`src/qsh_consts.svh`:
```
// Constants for the quick stop and halt sequencer
// Overview of operation
// RULE1 - Option 6: quick stop ramp, stay active, servo on
// RULE2 - Torque modes: immediate disable, dynamic brake stop
// RULE3 - Option 1: mode ramp, then switch-on disabled
// RULE4 - Option 2: quick stop ramp, then switch-on disabled
// RULE5 - Option 5: mode ramp, stay active, servo on
// RULE6 - Controller cancels csp stop only after follow-up
// RULE7 - Controller without follow-up avoids options 5, 6
// RULE8 - Halt bit: halt ramp, stay operation enabled
// RULE9 - Halt cleared mid-ramp: finish stop, resume
// RULE10 - Halt acts only in pp, pv, tq, pt, jog, homing
// RULE11 - Halt in tq forces torque demand to zero
// RULE12 - Tq halt torque ramp follows torque slope
// RULE13 - Point table halt uses point table deceleration
// RULE14 - Unsupported option writes refused, old value kept
`ifndef QSH_CONSTS_SVH
`define QSH_CONSTS_SVH
`define OPT_W 16
`define QS_OPT_RAMP_MODE_DIS 16'h0001
`define QS_OPT_RAMP_QS_DIS 16'h0002
`define QS_OPT_RAMP_MODE_HOLD 16'h0005
`define QS_OPT_RAMP_QS_HOLD 16'h0006
`define HALT_OPT_RAMP_MODE 16'h0001
`define QS_OPT_RESET 16'h0002
`define HALT_OPT_RESET 16'h0001
`endif

```
`src/qsh_pkg.sv`:
```
// Types shared by the quick stop and halt sequencer
package qsh_pkg;
    typedef enum logic [3:0] {
        MODE_NONE = 4'h0,
        MODE_PP = 4'h1,
        MODE_PV = 4'h2,
        MODE_TQ = 4'h3,
        MODE_HM = 4'h4,
        MODE_CSP = 4'h5,
        MODE_CSV = 4'h6,
        MODE_CST = 4'h7,
        MODE_POINT_TABLE = 4'h8,
        MODE_JOG = 4'h9,
        MODE_CONT_TORQUE = 4'hA
    } ctrl_mode_t;
    typedef enum logic [5:0] {
        ST_SW_ON_DIS = 6'h01,
        ST_OP_EN = 6'h02,
        ST_QS_DECEL = 6'h04,
        ST_QS_ACTIVE = 6'h08,
        ST_HALT_DECEL = 6'h10,
        ST_HALT_HOLD = 6'h20
    } drive_state_t;
    typedef enum logic [2:0] {
        SRC_NONE = 3'h0,
        SRC_QS_DECEL = 3'h1,
        SRC_PROFILE_DECEL = 3'h2,
        SRC_HOMING_ACCEL = 3'h3,
        SRC_POINT_TABLE_DECEL = 3'h4,
        SRC_TORQUE_SLOPE = 3'h5
    } decel_src_t;
endpackage

```
`src/opt_code_reg.sv`:
```
// Option code holding register that refuses unsupported values
`timescale 1ns/1ps
`default_nettype none
module opt_code_reg #(
    parameter int W = 16,
    parameter logic [W-1:0] RESET_VAL = '0
) (
    input wire logic i_clk, // System clock
    input wire logic i_sys_rst, // Synchronous reset
    input wire logic i_wr, // Write strobe
    input wire logic [W-1:0] i_val, // Written value
    input wire logic i_supported, // Written value is supported
    output logic [W-1:0] o_val, // Accepted option code
    output logic o_reject // Pulse: write refused
);
    logic [W-1:0] val_q;
    logic rej_q;

    always_ff @(posedge i_clk) begin
        if (i_sys_rst) begin
            val_q <= RESET_VAL;
            rej_q <= 1'b0;
        end else begin
            if (i_wr && i_supported) begin
                val_q <= i_val; // see RULE14
            end
            rej_q <= i_wr && !i_supported;
        end
    end

    assign o_val = val_q;
    assign o_reject = rej_q;
endmodule
`default_nettype wire

```
`src/quick_stop_halt_sequencer.sv`:
```
// Quick stop and halt sequencing for the drive state machine
`timescale 1ns/1ps
`default_nettype none
`include "qsh_consts.svh"
module quick_stop_halt_sequencer #(
    parameter int OPT_W = `OPT_W
) (
    input wire logic i_clk, // System clock, 50 MHz
    input wire logic i_sys_rst, // Synchronous reset, active high
    input wire qsh_pkg::ctrl_mode_t i_mode, // Active control mode
    input wire logic i_enable_cmd, // Enable operation commanded
    input wire logic i_qs_cmd, // Quick stop commanded, level
    input wire logic i_halt_bit, // Controlword halt bit
    input wire logic i_at_standstill, // Motor has stopped
    input wire logic i_qs_opt_wr, // Quick stop option write strobe
    input wire logic [OPT_W-1:0] i_qs_opt_val, // Quick stop option write value
    input wire logic i_halt_opt_wr, // Halt option write strobe
    input wire logic [OPT_W-1:0] i_halt_opt_val, // Halt option write value
    output qsh_pkg::drive_state_t o_state, // One-hot drive state
    output logic o_servo_on, // Servo power stage on
    output logic o_dyn_brake, // Dynamic brake engaged
    output qsh_pkg::decel_src_t o_decel_src, // Deceleration source in use
    output logic o_torque_zero, // Force torque demand to zero
    output logic [OPT_W-1:0] o_qs_opt, // Accepted quick stop option
    output logic [OPT_W-1:0] o_halt_opt, // Accepted halt option
    output logic o_opt_reject // Pulse: option write refused
);
    import qsh_pkg::*;

    if (OPT_W < 4) begin : g_width_check
        $error("OPT_W too narrow for option codes");
    end

    ////////////////////////////////////////////////////////////////////////////
    // Option code registers

    logic qs_opt_ok;
    logic halt_opt_ok;
    logic qs_rej;
    logic halt_rej;
    logic [OPT_W-1:0] qs_opt;
    logic [OPT_W-1:0] halt_opt;

    // Only the ramp codes the sequencer can carry out are accepted
    assign qs_opt_ok = (i_qs_opt_val == OPT_W'(`QS_OPT_RAMP_MODE_DIS))
        || (i_qs_opt_val == OPT_W'(`QS_OPT_RAMP_QS_DIS))
        || (i_qs_opt_val == OPT_W'(`QS_OPT_RAMP_MODE_HOLD))
        || (i_qs_opt_val == OPT_W'(`QS_OPT_RAMP_QS_HOLD)); // see RULE14
    assign halt_opt_ok = (i_halt_opt_val == OPT_W'(`HALT_OPT_RAMP_MODE));

    opt_code_reg #(
        .W(OPT_W),
        .RESET_VAL(OPT_W'(`QS_OPT_RESET))
    ) u_qs_opt (
        .i_clk(i_clk),
        .i_sys_rst(i_sys_rst),
        .i_wr(i_qs_opt_wr),
        .i_val(i_qs_opt_val),
        .i_supported(qs_opt_ok),
        .o_val(qs_opt),
        .o_reject(qs_rej)
    );

    opt_code_reg #(
        .W(OPT_W),
        .RESET_VAL(OPT_W'(`HALT_OPT_RESET))
    ) u_halt_opt (
        .i_clk(i_clk),
        .i_sys_rst(i_sys_rst),
        .i_wr(i_halt_opt_wr),
        .i_val(i_halt_opt_val),
        .i_supported(halt_opt_ok),
        .o_val(halt_opt),
        .o_reject(halt_rej)
    );

    ////////////////////////////////////////////////////////////////////////////
    // Mode classification and deceleration source selection

    logic torque_mode;
    logic halt_mode;
    logic opt_uses_qs_ramp;
    logic opt_keeps_servo;
    decel_src_t mode_src;
    decel_src_t qs_src;
    decel_src_t halt_src;

    assign torque_mode = (i_mode == MODE_CST) || (i_mode == MODE_TQ)
        || (i_mode == MODE_CONT_TORQUE);
    assign halt_mode = (i_mode == MODE_PP) || (i_mode == MODE_PV) || (i_mode == MODE_TQ)
        || (i_mode == MODE_POINT_TABLE) || (i_mode == MODE_JOG)
        || (i_mode == MODE_HM); // see RULE10
    assign opt_uses_qs_ramp = (qs_opt == OPT_W'(`QS_OPT_RAMP_QS_DIS))
        || (qs_opt == OPT_W'(`QS_OPT_RAMP_QS_HOLD));
    assign opt_keeps_servo = (qs_opt == OPT_W'(`QS_OPT_RAMP_MODE_HOLD))
        || (qs_opt == OPT_W'(`QS_OPT_RAMP_QS_HOLD)); // see RULE1 see RULE5

    // Mode's own ramp; csp and csv have none and fall back to the quick stop ramp
    assign mode_src = (i_mode == MODE_PP || i_mode == MODE_PV || i_mode == MODE_JOG)
        ? SRC_PROFILE_DECEL
        : (i_mode == MODE_HM) ? SRC_HOMING_ACCEL
        : (i_mode == MODE_POINT_TABLE) ? SRC_POINT_TABLE_DECEL
        : (i_mode == MODE_CSP || i_mode == MODE_CSV) ? SRC_QS_DECEL
        : SRC_NONE; // see RULE3 see RULE5
    assign qs_src = opt_uses_qs_ramp ? SRC_QS_DECEL : mode_src; // see RULE4 see RULE1
    // Torque halt ignores the halt option and ramps torque by its slope
    assign halt_src = (i_mode == MODE_TQ) ? SRC_TORQUE_SLOPE
        : mode_src; // see RULE8 see RULE11 see RULE12 see RULE13

    ////////////////////////////////////////////////////////////////////////////
    // Drive state sequencing

    drive_state_t state_q;
    drive_state_t state_d;
    decel_src_t src_q;
    decel_src_t src_d;
    logic servo_q;
    logic brake_q;
    logic brake_d;
    logic tzero_q;
    logic rej_q;
    logic qs_entry;
    logic qs_brake_entry;

    assign qs_entry = i_qs_cmd && ((state_q == ST_OP_EN) || (state_q == ST_HALT_DECEL)
        || (state_q == ST_HALT_HOLD));
    // A dropped enable outranks the quick stop and leaves the brake off
    assign qs_brake_entry = qs_entry && torque_mode && i_enable_cmd; // see RULE2

    always_comb begin
        state_d = state_q;
        src_d = src_q;
        case (state_q)
            ST_SW_ON_DIS: begin
                src_d = SRC_NONE;
                if (i_enable_cmd && !i_qs_cmd) begin
                    state_d = ST_OP_EN;
                end
            end
            ST_OP_EN, ST_HALT_DECEL, ST_HALT_HOLD: begin
                if (!i_enable_cmd) begin
                    state_d = ST_SW_ON_DIS;
                    src_d = SRC_NONE;
                end else if (qs_brake_entry) begin
                    state_d = ST_SW_ON_DIS; // see RULE2
                    src_d = SRC_NONE;
                end else if (qs_entry) begin
                    state_d = ST_QS_DECEL;
                    src_d = qs_src; // see RULE1 see RULE3 see RULE4 see RULE5
                end else if (state_q == ST_OP_EN) begin
                    if (i_halt_bit && halt_mode) begin
                        state_d = ST_HALT_DECEL; // see RULE8 see RULE10
                        src_d = halt_src;
                    end
                end else if (state_q == ST_HALT_DECEL) begin
                    // A halt released mid-ramp still finishes the stop
                    if (i_at_standstill) begin
                        state_d = i_halt_bit ? ST_HALT_HOLD : ST_OP_EN; // see RULE9
                        src_d = i_halt_bit ? src_q : SRC_NONE;
                    end
                end else if (!i_halt_bit) begin
                    state_d = ST_OP_EN;
                    src_d = SRC_NONE;
                end
            end
            ST_QS_DECEL: begin
                if (i_at_standstill) begin
                    state_d = opt_keeps_servo ? ST_QS_ACTIVE
                        : ST_SW_ON_DIS; // see RULE1 see RULE3 see RULE4 see RULE5
                    src_d = opt_keeps_servo ? src_q : SRC_NONE;
                end
            end
            ST_QS_ACTIVE: begin
                // Releasing here relies on the controller's position follow-up in csp
                if (!i_enable_cmd) begin
                    state_d = ST_SW_ON_DIS;
                    src_d = SRC_NONE;
                end else if (!i_qs_cmd) begin
                    state_d = ST_OP_EN; // see RULE6 see RULE7
                    src_d = SRC_NONE;
                end
            end
            default: begin
                state_d = ST_SW_ON_DIS;
                src_d = SRC_NONE;
            end
        endcase
    end

    // Brake stays on until the drive is enabled again
    assign brake_d = (state_d == ST_SW_ON_DIS)
        && (qs_brake_entry || (brake_q && state_q == ST_SW_ON_DIS)); // see RULE2

    always_ff @(posedge i_clk) begin
        if (i_sys_rst) begin
            state_q <= ST_SW_ON_DIS;
            src_q <= SRC_NONE;
            servo_q <= 1'b0;
            brake_q <= 1'b0;
            tzero_q <= 1'b0;
            rej_q <= 1'b0;
        end else begin
            state_q <= state_d;
            src_q <= src_d;
            servo_q <= (state_d != ST_SW_ON_DIS);
            brake_q <= brake_d;
            tzero_q <= (src_d == SRC_TORQUE_SLOPE); // see RULE11
            rej_q <= qs_rej || halt_rej;
        end
    end

    assign o_state = state_q;
    assign o_servo_on = servo_q;
    assign o_dyn_brake = brake_q;
    assign o_decel_src = src_q;
    assign o_torque_zero = tzero_q;
    assign o_qs_opt = qs_opt;
    assign o_halt_opt = halt_opt;
    assign o_opt_reject = rej_q;

    ////////////////////////////////////////////////////////////////////////////
    // Checks

    property p_qs6_hold;
        @(posedge i_clk) disable iff (i_sys_rst)
        (state_q == ST_QS_DECEL && qs_opt == OPT_W'(`QS_OPT_RAMP_QS_HOLD) && i_at_standstill)
        |=> (o_state == ST_QS_ACTIVE && o_servo_on && o_decel_src == SRC_QS_DECEL);
    endproperty
    a_qs6_hold: assert property (p_qs6_hold) else $error("option 6 did not hold"); // see RULE1

    property p_torque_brake;
        @(posedge i_clk) disable iff (i_sys_rst)
        (state_q == ST_OP_EN && i_enable_cmd && i_qs_cmd && torque_mode)
        |=> (o_state == ST_SW_ON_DIS && !o_servo_on && o_dyn_brake);
    endproperty
    a_torque_brake: assert property (p_torque_brake) else $error("no brake stop"); // see RULE2

    property p_qs1_disable;
        @(posedge i_clk) disable iff (i_sys_rst)
        (state_q == ST_QS_DECEL && qs_opt == OPT_W'(`QS_OPT_RAMP_MODE_DIS) && i_at_standstill)
        |=> (o_state == ST_SW_ON_DIS && !o_servo_on && !o_dyn_brake);
    endproperty
    a_qs1_disable: assert property (p_qs1_disable) else $error("option 1 end wrong"); // see RULE3

    property p_qs2_source;
        @(posedge i_clk) disable iff (i_sys_rst)
        (state_q == ST_OP_EN && i_enable_cmd && i_qs_cmd && !torque_mode
            && qs_opt == OPT_W'(`QS_OPT_RAMP_QS_DIS))
        |=> (o_state == ST_QS_DECEL && o_decel_src == SRC_QS_DECEL);
    endproperty
    a_qs2_source: assert property (p_qs2_source) else $error("option 2 ramp wrong"); // see RULE4

    property p_qs5_hold;
        @(posedge i_clk) disable iff (i_sys_rst)
        (state_q == ST_QS_DECEL && qs_opt == OPT_W'(`QS_OPT_RAMP_MODE_HOLD) && i_at_standstill)
        |=> (o_state == ST_QS_ACTIVE && o_servo_on);
    endproperty
    a_qs5_hold: assert property (p_qs5_hold) else $error("option 5 did not hold"); // see RULE5

    property p_halt_start;
        @(posedge i_clk) disable iff (i_sys_rst)
        (state_q == ST_OP_EN && i_enable_cmd && !i_qs_cmd && i_halt_bit && halt_mode)
        |=> (o_state == ST_HALT_DECEL && o_servo_on && o_decel_src != SRC_NONE
            && o_decel_src != SRC_QS_DECEL);
    endproperty
    a_halt_start: assert property (p_halt_start) else $error("halt ramp wrong"); // see RULE8

    property p_halt_resume;
        @(posedge i_clk) disable iff (i_sys_rst)
        (state_q == ST_HALT_DECEL && i_enable_cmd && !i_qs_cmd && !i_halt_bit
            && i_at_standstill)
        |=> (o_state == ST_OP_EN && o_decel_src == SRC_NONE);
    endproperty
    a_halt_resume: assert property (p_halt_resume) else $error("halt did not resume"); // see RULE9

    property p_halt_ignored;
        @(posedge i_clk) disable iff (i_sys_rst)
        (state_q == ST_OP_EN && i_enable_cmd && !i_qs_cmd && !halt_mode)
        |=> (o_state == ST_OP_EN);
    endproperty
    a_halt_ignored: assert property (p_halt_ignored) else $error("halt acted"); // see RULE10

    property p_tq_zero;
        @(posedge i_clk) disable iff (i_sys_rst)
        (state_q == ST_OP_EN && i_enable_cmd && !i_qs_cmd && i_halt_bit && i_mode == MODE_TQ)
        |=> (o_torque_zero && o_decel_src == SRC_TORQUE_SLOPE);
    endproperty
    a_tq_zero: assert property (p_tq_zero) else $error("tq halt not zeroed"); // see RULE11 RULE12

    property p_pt_halt;
        @(posedge i_clk) disable iff (i_sys_rst)
        (state_q == ST_OP_EN && i_enable_cmd && !i_qs_cmd && i_halt_bit
            && i_mode == MODE_POINT_TABLE)
        |=> (o_decel_src == SRC_POINT_TABLE_DECEL);
    endproperty
    a_pt_halt: assert property (p_pt_halt) else $error("pt halt ramp wrong"); // see RULE13

    property p_opt_refuse;
        @(posedge i_clk) disable iff (i_sys_rst)
        (i_qs_opt_wr && !qs_opt_ok) |=> (o_qs_opt == $past(o_qs_opt)) ##1 o_opt_reject;
    endproperty
    a_opt_refuse: assert property (p_opt_refuse) else $error("bad option taken"); // see RULE14
endmodule
`default_nettype wire

```
`config.mk`:
```
export PLATFORM = sky130hd
export DESIGN_NAME = quick_stop_halt_sequencer
export DESIGN_NICKNAME = d
export VERILOG_FILES = /design/src/qsh_pkg.sv /design/src/opt_code_reg.sv /design/src/quick_stop_halt_sequencer.sv
export VERILOG_INCLUDE_DIRS = /design/src
export SDC_FILE = /design/constraint.sdc
export NUM_CORES = 1
export LEC_CHECK = 0
export BUFFER_PORTS_ARGS = -buffer_cell sky130_fd_sc_hd__clkbuf_2
export CAP_MARGIN = 5
export CORE_MARGIN = 5
export CORE_UTILIZATION = 51
export CTS_BUF_LIST = sky130_fd_sc_hd__clkbuf_8 sky130_fd_sc_hd__clkbuf_16
export DETAILED_ROUTE_END_ITERATION = 6
export GPL_TIMING_DRIVEN = 0
export PLACE_DENSITY = 0.88
export SLEW_MARGIN = 20
export SYNTH_ARGS = -nofsm -noshare
export SYNTH_HDL_FRONTEND = slang
export SYNTH_SLANG_ARGS = --single-unit
```
`constraint.sdc`:
```
create_clock -name i_clk -period 3.3 [get_ports i_clk]
set_input_delay 0.165 -clock i_clk [delete_from_list [all_inputs] [get_ports i_clk]]
set_output_delay 0.165 -clock i_clk [all_outputs]
set_load 0.05 [all_outputs]
```
==> results.md, run 1 <==
* CTS tree: yes
* Cell Pwr Density at 377 nW/µm²
* Number of post-CTS setup repair buffers at 0
* Total track usage at 19.2%
* Post-synth top area cell: dfxtp_1
* Die area at 5610 µm²
* Post-Synth XOR/XNOR Area at 2.04%
* CP Max Fanout at 8
* RSZ-0062 raised after global routing: false
* Via density at 5.38
* PnR worst setup slack at 1220 ps
* Critical path's slowest cell: dfxtp_1
* Leak at 1.27 nW
* Worst Hold Class: primary input to register
* Via count at 2008
* Hold buffers post-CTS at 0
* First-pass GRT wire length at 8.38 mm
* Cells after Synth at ~230
* Yosys cell types at 56
* # diodes at 0
* Status: finished clean
* Largest delay share family, worst path: compound AO/OA/AOI/OAI gates
* CP required at 3480 ps
* Final setup viols at 0
* CTS Buffer Depth at 2
* Final period utilization at 63.1%
* H-tree Lvls at 2
* I/O Buffers at 84
* Clk root buf: clkbuf_8
* WL per Instance at 14.0 µm
* Gpl congestion at 0.846
* Crit. End Element: register
* Post-Synth Adder-Cell Area at 0%
* Layout area overhead at 26.5%
* Worst-Skew Late Latency at 290 ps
* Number of max-cap violations at 0
* Final Slew Violations at 0
* Mean post-synth cell area at between 9 and 10 µm²
* Worst vdd ir at 263 µV
* Yosys warning count at 0
* Antenna violations before repair at 0
* Syn Nets at about 280
* Worst-Margin Slew at 447 ps
* Simple-gate share of the synthesized area at 32.4%
* Hpwl dp at around 4.2 mm
* Synth top area cells: dfxtp_1 (44%), and2_1 (8.4%), nor2_1 (2.6%)
* Clock period minus worst slack at around 2100 ps
* Netlist Area Pre-Place at 2150 µm²
* Post-synth EDFFs at 0
* Filler Cell Count at 364
* Clock sink count at 47
* Vias in the first global route at 1887
* Setup TNS Final at 0 ps
* Worst slack at placement at 1280 ps
* Sequential share of the synthesized area at ~44%
* Largest family of logic cells by synthesized area: simple AND/OR/NAND/NOR gates
* Total gr overflow at 0
* Boundary Pins at between 80 and 90
* Max Clock Freq at 480 MHz
* Clock slew at reported path FFs at roughly 80 ps
* Compound-gate portion of the synthesized area at 15.1%
* Rows at 23
* Primary FF master, synth: dfxtp_1
* Share of cells above drive strength 1 at 35.6%
* Crit-path cells: xor2_1, o211ai_1, nor2_1, a2111oi_0, nand2_1, or2_1
* WS Path Type: register to register
* Mux contribution to synthesized area at 0.932%
* Die X at ~75 µm
* CP max stage delay at around 490 ps
* Hold Vio Cnt, Final at 0
* Slew margin rel. at 70.0%
* Drt initial violations at 138
* Core Region at about 4000 µm²
* Asr flop ratio synth at 0%
* Final ANT Viol Nets at 0
* Total wire length at 5.22 mm
* Largest net degree at the start of global routing at 15
* Remaining routing DRC violations at 0
* Worst EP arrival at 2270 ps
* Starting Density at about 53%
* #FFs+latches synth at 47
* CTS Buf Count at 5
* Die height at 74.9 µm
* DRT Pass-1 Iters at 4
* Final net count at 366
* Post-synth top area share at between 40% and 50%
* Startpoint Class: register
* Worst clock skew at between 4 and 5 ps
* WP buf/inv at 0
* Post-cts sizing count at 0
==> placed cells by master, fill, tap and decap left out, types with 2 or more instances in the layout <==
cell	n
and2_1	29
and2b_2	3
nand3_1	9
mux2i_1	2
nor4_2	2
xor2_1	4
nor2_1	15
nor3b_1	5
clkbuf_2	84
nor4_1	7
inv_1	7
o2111a_1	2
nand3b_1	2
a21o_1	2
clkbuf_1	2
o21a_1	4
nand4_1	3
nand2b_1	2
nand2_1	7
nor2b_1	3
clkbuf_4	2
buf_6	2
o21ai_0	7
nor3_1	3
nor4b_1	2
a22o_1	3
and3_1	6
a31oi_1	2
a21oi_1	10
and4_1	3
dfxtp_1	47
buf_2	4
o211ai_1	6
clkbuf_8	7
==> synth_stat cells (3+ instances only) <==
cell	number
inv_1	6
nand2_1	7
o21ai_0	7
a21oi_1	10
and3_1	6
nor2b_1	3
o211ai_1	6
o21a_1	4
and2_1	29
and2b_2	3
nor3_1	3
xor2_1	4
buf_2	4
nand4_1	3
a22o_1	3
nor2_1	15
nand3_1	9
nor3b_1	5
and4_1	3
nor4_1	7
dfxtp_1	47
==> stage by stage <==
step / hold slack, ps / power, mW / instances / util, % / cell area [µm²]
floorplan: 307 / 0.665 / 231 / - / 2150
detailed placement: 426 / 0.709 / 365 / 65.3 / 2630
global route: 129 / 1.07 / 373 / 67.4 / 2720
global placement: 415 / 0.706 / 365 / 65.3 / 2630
CTS: 114 / 1.04 / 373 / 67.4 / 2720
finish: 120 / 1.02 / 373 / 67.4 / 2720
==> final timing paths <==
path | startpoint | to | slack, ps | cells past startpoint
max | o_state[4] | o_state[0] | 1220 | 6
min | i_qs_opt_val[2] | u_qs_opt.o_val[2] | 120 | 3
max reg2reg | o_state[4] | o_state[0] | 1220 | 6
min reg2reg | u_halt_opt.o_val[0] | u_halt_opt.o_val[0] | 450 | 1
==> where the power goes <==
group | internal [mW] | total, mW | leakage, nW | switching, mW
Combinational | 0.0508 | 0.122 | 0.845 | 0.0711
Clock | 0.145 | 0.328 | 0.0453 | 0.183
Sequential | 0.572 | 0.574 | 0.380 | 0.00213
Total | 0.768 | 1.02 | 1.27 | 0.256
==> worst reg2reg max path, stage by stage (launching register included) <==
cell,delay (ps)
dfxtp_1,490
xor2_1,150
o211ai_1,370
nor2_1,130
a2111oi_0,440
nand2_1,160
or2_1,230
==> sequential cells by signal, summed over array words and instances (netlist names) <==
| signal | count |
|---|---|
| o_opt_reject | 1 |
| u_qs_opt.o_val | 16 |
| o_state | 6 |
| u_qs_opt.o_reject | 1 |
| o_torque_zero | 1 |
| u_halt_opt.o_val | 16 |
| o_servo_on | 1 |
| o_dyn_brake | 1 |
| u_halt_opt.o_reject | 1 |
| o_decel_src | 3 |
==> kinds of logic after synthesis <==
kind of cell,after synthesis
xor+xnor,5
mux,2
simple gates,112
buf+inv,19
compound gates,46
flops,47
==> layout make-up <==
cell class                 count  area (µm²)  share of cell area, %
multi-input combinational    165        1080                   39.9
sequential                    47         941                   34.7
timing repair buffer          84         420                   15.5
buffer                        13         100                   3.69
clock buffer                   5        68.8                   2.53
tap                           50        62.6                   2.30
inverter                       6        22.5                  0.829
clock inverter                 3        16.3                  0.599
==> routing by layer <==
metal | share of wire (%) | track usage (%) | vias to the layer above
li1 | - | - | 1009
met5 | 0 | 0 | -
met2 | 49 | 30.9 | 69
met4 | 1.2 | 6.13 | 0
met3 | 8.4 | 6.54 | 7
met1 | 41 | 24.3 | 923
(Power assumes the default switching activity.)
==> inputs of run 2 (changes only) <==
--- a/config.mk
+++ b/config.mk
@@ -6,14 +6,15 @@
 export SDC_FILE = /design/constraint.sdc
 export NUM_CORES = 1
 export LEC_CHECK = 0
+export ABC_AREA = 1
 export BUFFER_PORTS_ARGS = -buffer_cell sky130_fd_sc_hd__clkbuf_2
 export CAP_MARGIN = 5
 export CORE_MARGIN = 5
-export CORE_UTILIZATION = 51
+export CORE_UTILIZATION = 48
 export CTS_BUF_LIST = sky130_fd_sc_hd__clkbuf_8 sky130_fd_sc_hd__clkbuf_16
 export DETAILED_ROUTE_END_ITERATION = 6
 export GPL_TIMING_DRIVEN = 0
-export PLACE_DENSITY = 0.88
+export PLACE_DENSITY = 0.84
 export SLEW_MARGIN = 20
 export SYNTH_ARGS = -nofsm -noshare
 export SYNTH_HDL_FRONTEND = slang
==> constraint.sdc (replaced) <==
create_clock -name i_clk -period 2 [get_ports i_clk]
set_input_delay 0.1 -clock i_clk [delete_from_list [all_inputs] [get_ports i_clk]]
set_output_delay 0.1 -clock i_clk [all_outputs]
set_load 0.05 [all_outputs]
==> run 2 against run 1 <==
Against the previous run:
- die area rose by 5.7%
- first-iteration DRC count grew 47%
- combinational power is 48% higher
- largest cell class unchanged
- largest power group unchanged
- highest routed layer unchanged
==> results.md, run 2 <==
* Status: finished clean
* GR Util met3 at under 10%
* Worst clock skew at around 6.3 ps
* Mean post-synth cell area at 7.06 µm²
* Vias in the first global route at 2313
* DRT Pass-1 Iters at 4
* Share of cells above drive strength 1 at 30.3%
* Via density at 5.19
* Cell Pwr Density at 664 nW/µm²
* CTS Buf Count at 5
* Global route hottest layer: met2
* Die X at ~77 µm
* Worst hold path startpoint: i_halt_opt_wr
* Antenna violations before repair at 0
* Number of max-cap violations at 0
* Yosys cell types at 33
* Hold Path End: u_halt_opt.o_reject
* Max Clock Freq at 598 MHz
* Final period utilization at a little over four fifths
* Clk root buf: clkbuf_8
* Setup TNS Final at 0 ps
* Post-Synth XOR/XNOR Area at 0%
* Hold path cells at 3
* Hpwl dp at 4.58 mm
* Crit path launch: o_state[1]
* Yosys warning count at 0
* Worst EP arrival at 1910 ps
* Boundary Pins at 89
* Sequential share of the synthesized area at around 44%
* Commonest non-fill, non-tap cells in the layout: clkbuf_2 (87), nand2_1 (64), nor2_1 (55), dfxtp_1 (47), inv_1 (35)
* Asr flop ratio synth at 0%
* Primary FF master, synth: dfxtp_1
* I/O Buffers at 87
* RSZ-0062 raised after global routing: false
* Inst Count DP at about 440
* Largest family of logic cells by synthesized area: simple AND/OR/NAND/NOR gates
* Most common cell in the synthesized netlist: nand2_1
* Number of post-CTS setup repair buffers at 0
* CTS tree: yes
* Hold buffers post-CTS at 0
* Slew margin rel. at 64.6%
* PnR worst setup slack at 327 ps
* Rows at 24
* Post-Synth Adder-Cell Area at 0%
* Post-cts sizing count at 0
* Startpoint Class: register
* H-tree Lvls at 2
* Final net count at around 440
* Leak at 1.39 nW
* Total gr overflow at 0
* Total track usage at 19.5%
* Post-synth top area share at 43.7%
* Global Route met2 Usage at 33.8%
* Worst vdd ir at around 590 µV
* Via count at 2347
* Final Cell Area at 2770 µm²
* Placed instance area at roughly 2700 µm²
* Most common cell after layout, fill and taps aside: clkbuf_2
* Top cells by count, synth: nand2_1 (64), nor2_1 (55), dfxtp_1 (47), inv_1 (35), nand3_1 (15)
* Worst Hold Class: primary input to register
* Worst-Skew Late Latency at 300 ps
* Largest net degree at the start of global routing at 15
* Synth top area cells: dfxtp_1 (44%), nand2_1 (11%), nor2_1 (9.6%)
* Cells after Synth at approximately 310
* Layout area overhead at 28.7%
* #FFs+latches synth at 47
* Final Slew Violations at 0
* WS Path Type: register to register
* Final std cells w/o fill at about 450
* Filler Cell Count at ~400
* CP Max Fanout at 8
* Compound-gate portion of the synthesized area at 8.48%
* WL per Instance at 12.7 µm
* Fin Hold WS at 16.1 ps
* Final setup viols at 0
* Core Region at 4350 µm²
* Clock period minus worst slack at between 1500 and 2000 ps
* Final ANT Viol Nets at 0
* Worst-Margin Slew at 531 ps
* Crit. End Element: register
* Remaining routing DRC violations at 0
* Clock slew at reported path FFs at approximately 80 ps
* First-pass GRT wire length at roughly 10 mm
* Netlist Area Pre-Place at 2150 µm²
* Worst Reg-to-Reg Cells at 12
* RR Startpoint: o_state[1]
* Simple-gate share of the synthesized area at 39.4%
* Reg2Reg Capture Point: o_torque_zero
* Mux contribution to synthesized area at 0%
* Starting Density at 49.5%
* Post-layout util at 63.7%
* Gpl congestion at 0.887
* Overall power at approximately 1.8 mW
* Met1 usage at 23.0%
* CTS Buffer Depth at 2
* Die height at just under 80 µm
* Hold Vio Cnt, Final at 0
* # diodes at 0
* Post-synth top area cell: dfxtp_1
* R2R setup slack at about 330 ps
* Die area at 5930 µm²
* Syn Nets at 349
* Clock sink count at 47
* Post-synth EDFFs at 0
* Worst slack at placement at 382 ps
* Total wire length at 5.74 mm
* CP required at 2240 ps
* Drt initial violations at 203
[run 2: changes by cell type after synthesis, moves of 5 or more]
cell,delta
nand3_2,+5
nor2_1,+40
and2_1,-27
inv_2,+5
nor3_1,+5
and3_1,-6
inv_1,+29
nand3_1,+6
nand4_1,+5
nand2_1,+57
[run 2: cell type report]
| class | count | area [µm²] | share of cell area, % |
|---|---|---|---|
| Buffer | 7 | 31.3 | 1.13 |
| Clock buffer | 6 | 82.6 | 2.98 |
| Clock inverter | 2 | 35.0 | 1.26 |
| Inverter | 40 | 150 | 5.42 |
| Multi-Input combinational cell | 211 | 1030 | 37.2 |
| Sequential cell | 47 | 941 | 33.9 |
| Tap cell | 52 | 65.1 | 2.35 |
| Timing Repair Buffer | 87 | 435 | 15.7 |
[run 2: cells by family after synthesis]
| group | count (synthesis) |
|---|---|
| AND/OR/NAND/NOR | 179 |
| flip-flops | 47 |
| buffers and inverters | 47 |
| AO/OA/AOI/OAI | 32 |
[run 2: worst max path at each step]
stage                endpoint  slack, ps  cells past startpoint
6_report        o_torque_zero        330                     12
5_1_grt        o_decel_src[2]        180                     10
4_1_cts         o_torque_zero        350                     12
3_5_place_dp    o_torque_zero        380                     10
3_3_place_gp    o_torque_zero        430                     12
2_1_floorplan   o_torque_zero        240                     12
[run 2: routing by layer]
layer | vias up | share of wire, %
met5 | - | 0
met4 | 0 | 1.3
met3 | 10 | 9.7
met2 | 104 | 49
met1 | 1068 | 40
li1 | 1165 | -
[run 2: where the power goes]
| group | switching, mW | internal, mW | total [mW] |
|---|---|---|---|
| combinational | 0.115 | 0.0654 | 0.181 |
| sequential | 0.00638 | 0.943 | 0.950 |
| clock | 0.306 | 0.404 | 0.710 |
| total | 0.428 | 1.41 | 1.84 |
[run 2: critical path, stage by stage (launching register included)]
cell and delay (ps):
dfxtp_1 410, inv_1 80, nor2_1 120, nand3_2 170, nand2_4 180, nand2_4 70
nand2_1 110, o21ai_1 90, nand2_1 80, nand2_1 80, nand2_1 70, nand3_1 70
nor2_1 90
==> inputs of run 3 (changes only) <==
==> constraint.sdc (replaced) <==
create_clock -name i_clk -period 1.75 [get_ports i_clk]
set_input_delay 0.0875 -clock i_clk [delete_from_list [all_inputs] [get_ports i_clk]]
set_output_delay 0.0875 -clock i_clk [all_outputs]
set_load 0.05 [all_outputs]
==> run 3 against run 2 <==
Against the previous run:
- first-iteration DRC count shrank 31%
- power rose by 14%
- clock power is 14% higher
- non-clock buffer count grew 1
- cell area rose by 0.36%
- critical endpoint unchanged
- highest routed layer unchanged
==> results.md, run 3 (synthesis results as in run 2) <==
* Status: finished clean
* CP max stage delay at 380 ps
* Commonest non-fill, non-tap cells in the layout: clkbuf_2 (87), nand2_1 (64), nor2_1 (55), dfxtp_1 (46), inv_1 (35)
* Largest net degree at the start of global routing at 17
* Total track usage at 19.1%
* Die height at 77.0 µm
* Most frequent CP cell: nand2_1
* CTS Buffer Depth at 2
* Via density at 5.08
* Worst hold path startpoint: i_qs_opt_wr
* Crit-path cells: nor2_2, inv_2, nor2_4, nand3_2, nand2_2, nand3_2, nand2_1, nand2_1, nand2_1, nand2_1, nand2_1, nand3_1, nor2_1
* Critical path's slowest cell: dfxtp_1
* Clock slew at reported path FFs at ~90 ps
* Max Clock Freq at 616 MHz
* RR Startpoint: o_state[0]
* Hold Vio Cnt, Final at 0
* Final ANT Viol Nets at 0
* H-tree Lvls at 2
* WS Path Type: register to register
* CTS tree: yes
* Setup TNS Final at 0 ps
* Area taken by multi-input logic gates at between 1000 and 1500 µm²
* Startpoint Class: register
* Share of cells above drive strength 1 at 30.4%
* Gpl congestion at 0.867
* Number of post-CTS setup repair buffers at 0
* Worst vdd ir at 468 µV
* Total wire length at 5.63 mm
* Most common cell after layout, fill and taps aside: clkbuf_2
* Layout area overhead at 29.2%
* CTS Buf Count at 5
* WL per Instance at 12.4 µm
* Starting Density at 49.5%
* Via count at 2303
* Worst Hold Class: primary input to register
* Final Cell Area at 2780 µm²
* Worst-Margin Slew at 473 ps
* Cell Pwr Density at 756 nW/µm²
* CP Max Fanout at 6
* I/O Buffers at between 80 and 90
* Leak at 1.39 nW
* Boundary Pins at 89
* R2R setup slack at 130 ps
* First-pass GRT wire length at 9.54 mm
* Clock period minus worst slack at 1620 ps
* CP required at between 1500 and 2000 ps
* Register area at ~940 µm²
* Die X at 77.0 µm
* Worst-Skew Late Latency at approximately 300 ps
* Filler Cell Count at roughly 400
* Drt initial violations at between 100 and 150
* Total gr overflow at 0
* Final period utilization at 92.7%
* Rows at 24
* Core Region at about 4400 µm²
* Vias in the first global route at 2271
* Hpwl dp at 4.48 mm
* Final setup viols at 0
* Final Slew Violations at 0
* RSZ-0062 raised after global routing: false
* Remaining routing DRC violations at 0
* Worst EP arrival at 1860 ps
* Clock sink count at 47
* DRT Pass-1 Iters at 4
* Crit path launch: o_state[0]
* Placed instance area at 2660 µm²
* Worst clock skew at approximately 9.8 ps
* Slew margin rel. at 68.5%
* Final net count at 444
* # diodes at 0
* Number of max-cap violations at 0
* Antenna violations before repair at 0
* Crit. End Element: register
* Clk root buf: clkbuf_8
* Die area at 5930 µm²
## run 3: changes by cell type in the layout (fill, tap and decap cells not counted), sizes merged
cell         change
inv              +1
clkbuf           -1
dlygate4sd3      +1
## run 3: cell type report
type	instances	share of cell area, %
repair buffers	88	16.0
clock buffers	5	2.47
multi-input cells	211	37.1
well taps	52	2.34
inverters	40	5.40
clock inverters	3	1.71
flip-flops and latches	47	33.9
plain buffers	7	1.12
## run 3: per-layer routing
layer / vias up / wire length, µm / track usage (%)
li1: 1167 / - / -
met1: 1040 / 2190 / 21.1
met2: 88 / 2930 / 35.1
met3: 8 / 467 / 5.97
met4: 0 / 46 / 5.15
met5: - / 0 / 0
## run 3: repair_timing
action | 4_1_cts | 5_1_grt
hold endpoints to repair | 1 | 0
setup endpoints to repair | 0 | 1
hold buffers | 1 | 0
resized for setup | 0 | 0
## run 3: metrics by stage
stage                     instances  utilization [%]  worst slack (ps)  power, mW  hold slack [ps]
after floorplan                 305                -              47.3       1.23              210
after global placement          444             61.0               179       1.31              316
after detailed placement        444             61.0               133       1.31              316
after CTS                       453             63.9               109       2.12             21.5
after global routing            453             63.9              6.28       2.19             38.0
final                           453             63.9               128       2.10             28.8
## run 3: worst paths after layout
kind                    endpoint  cells past startpoint
max                o_torque_zero                     13
min            u_qs_opt.o_reject                      3
max reg2reg        o_torque_zero                     13
min reg2reg  u_halt_opt.o_val[2]                      2
## run 3: critical path, delay by kind of cell, from the launching register on
family | cells | cell delay, ps
flip-flops | 1 | 380
buffers and inverters | 1 | 60
AND/OR/NAND/NOR | 12 | 1140
## run 3: where the power goes
| group | total (mW) | leakage [nW] | internal (mW) | switching [mW] |
|---|---|---|---|---|
| clock | 0.811 | 0.0587 | 0.433 | 0.378 |
| combinational | 0.206 | 0.954 | 0.0757 | 0.131 |
| sequential | 1.09 | 0.380 | 1.08 | 0.00713 |
| total | 2.10 | 1.39 | 1.59 | 0.516 |
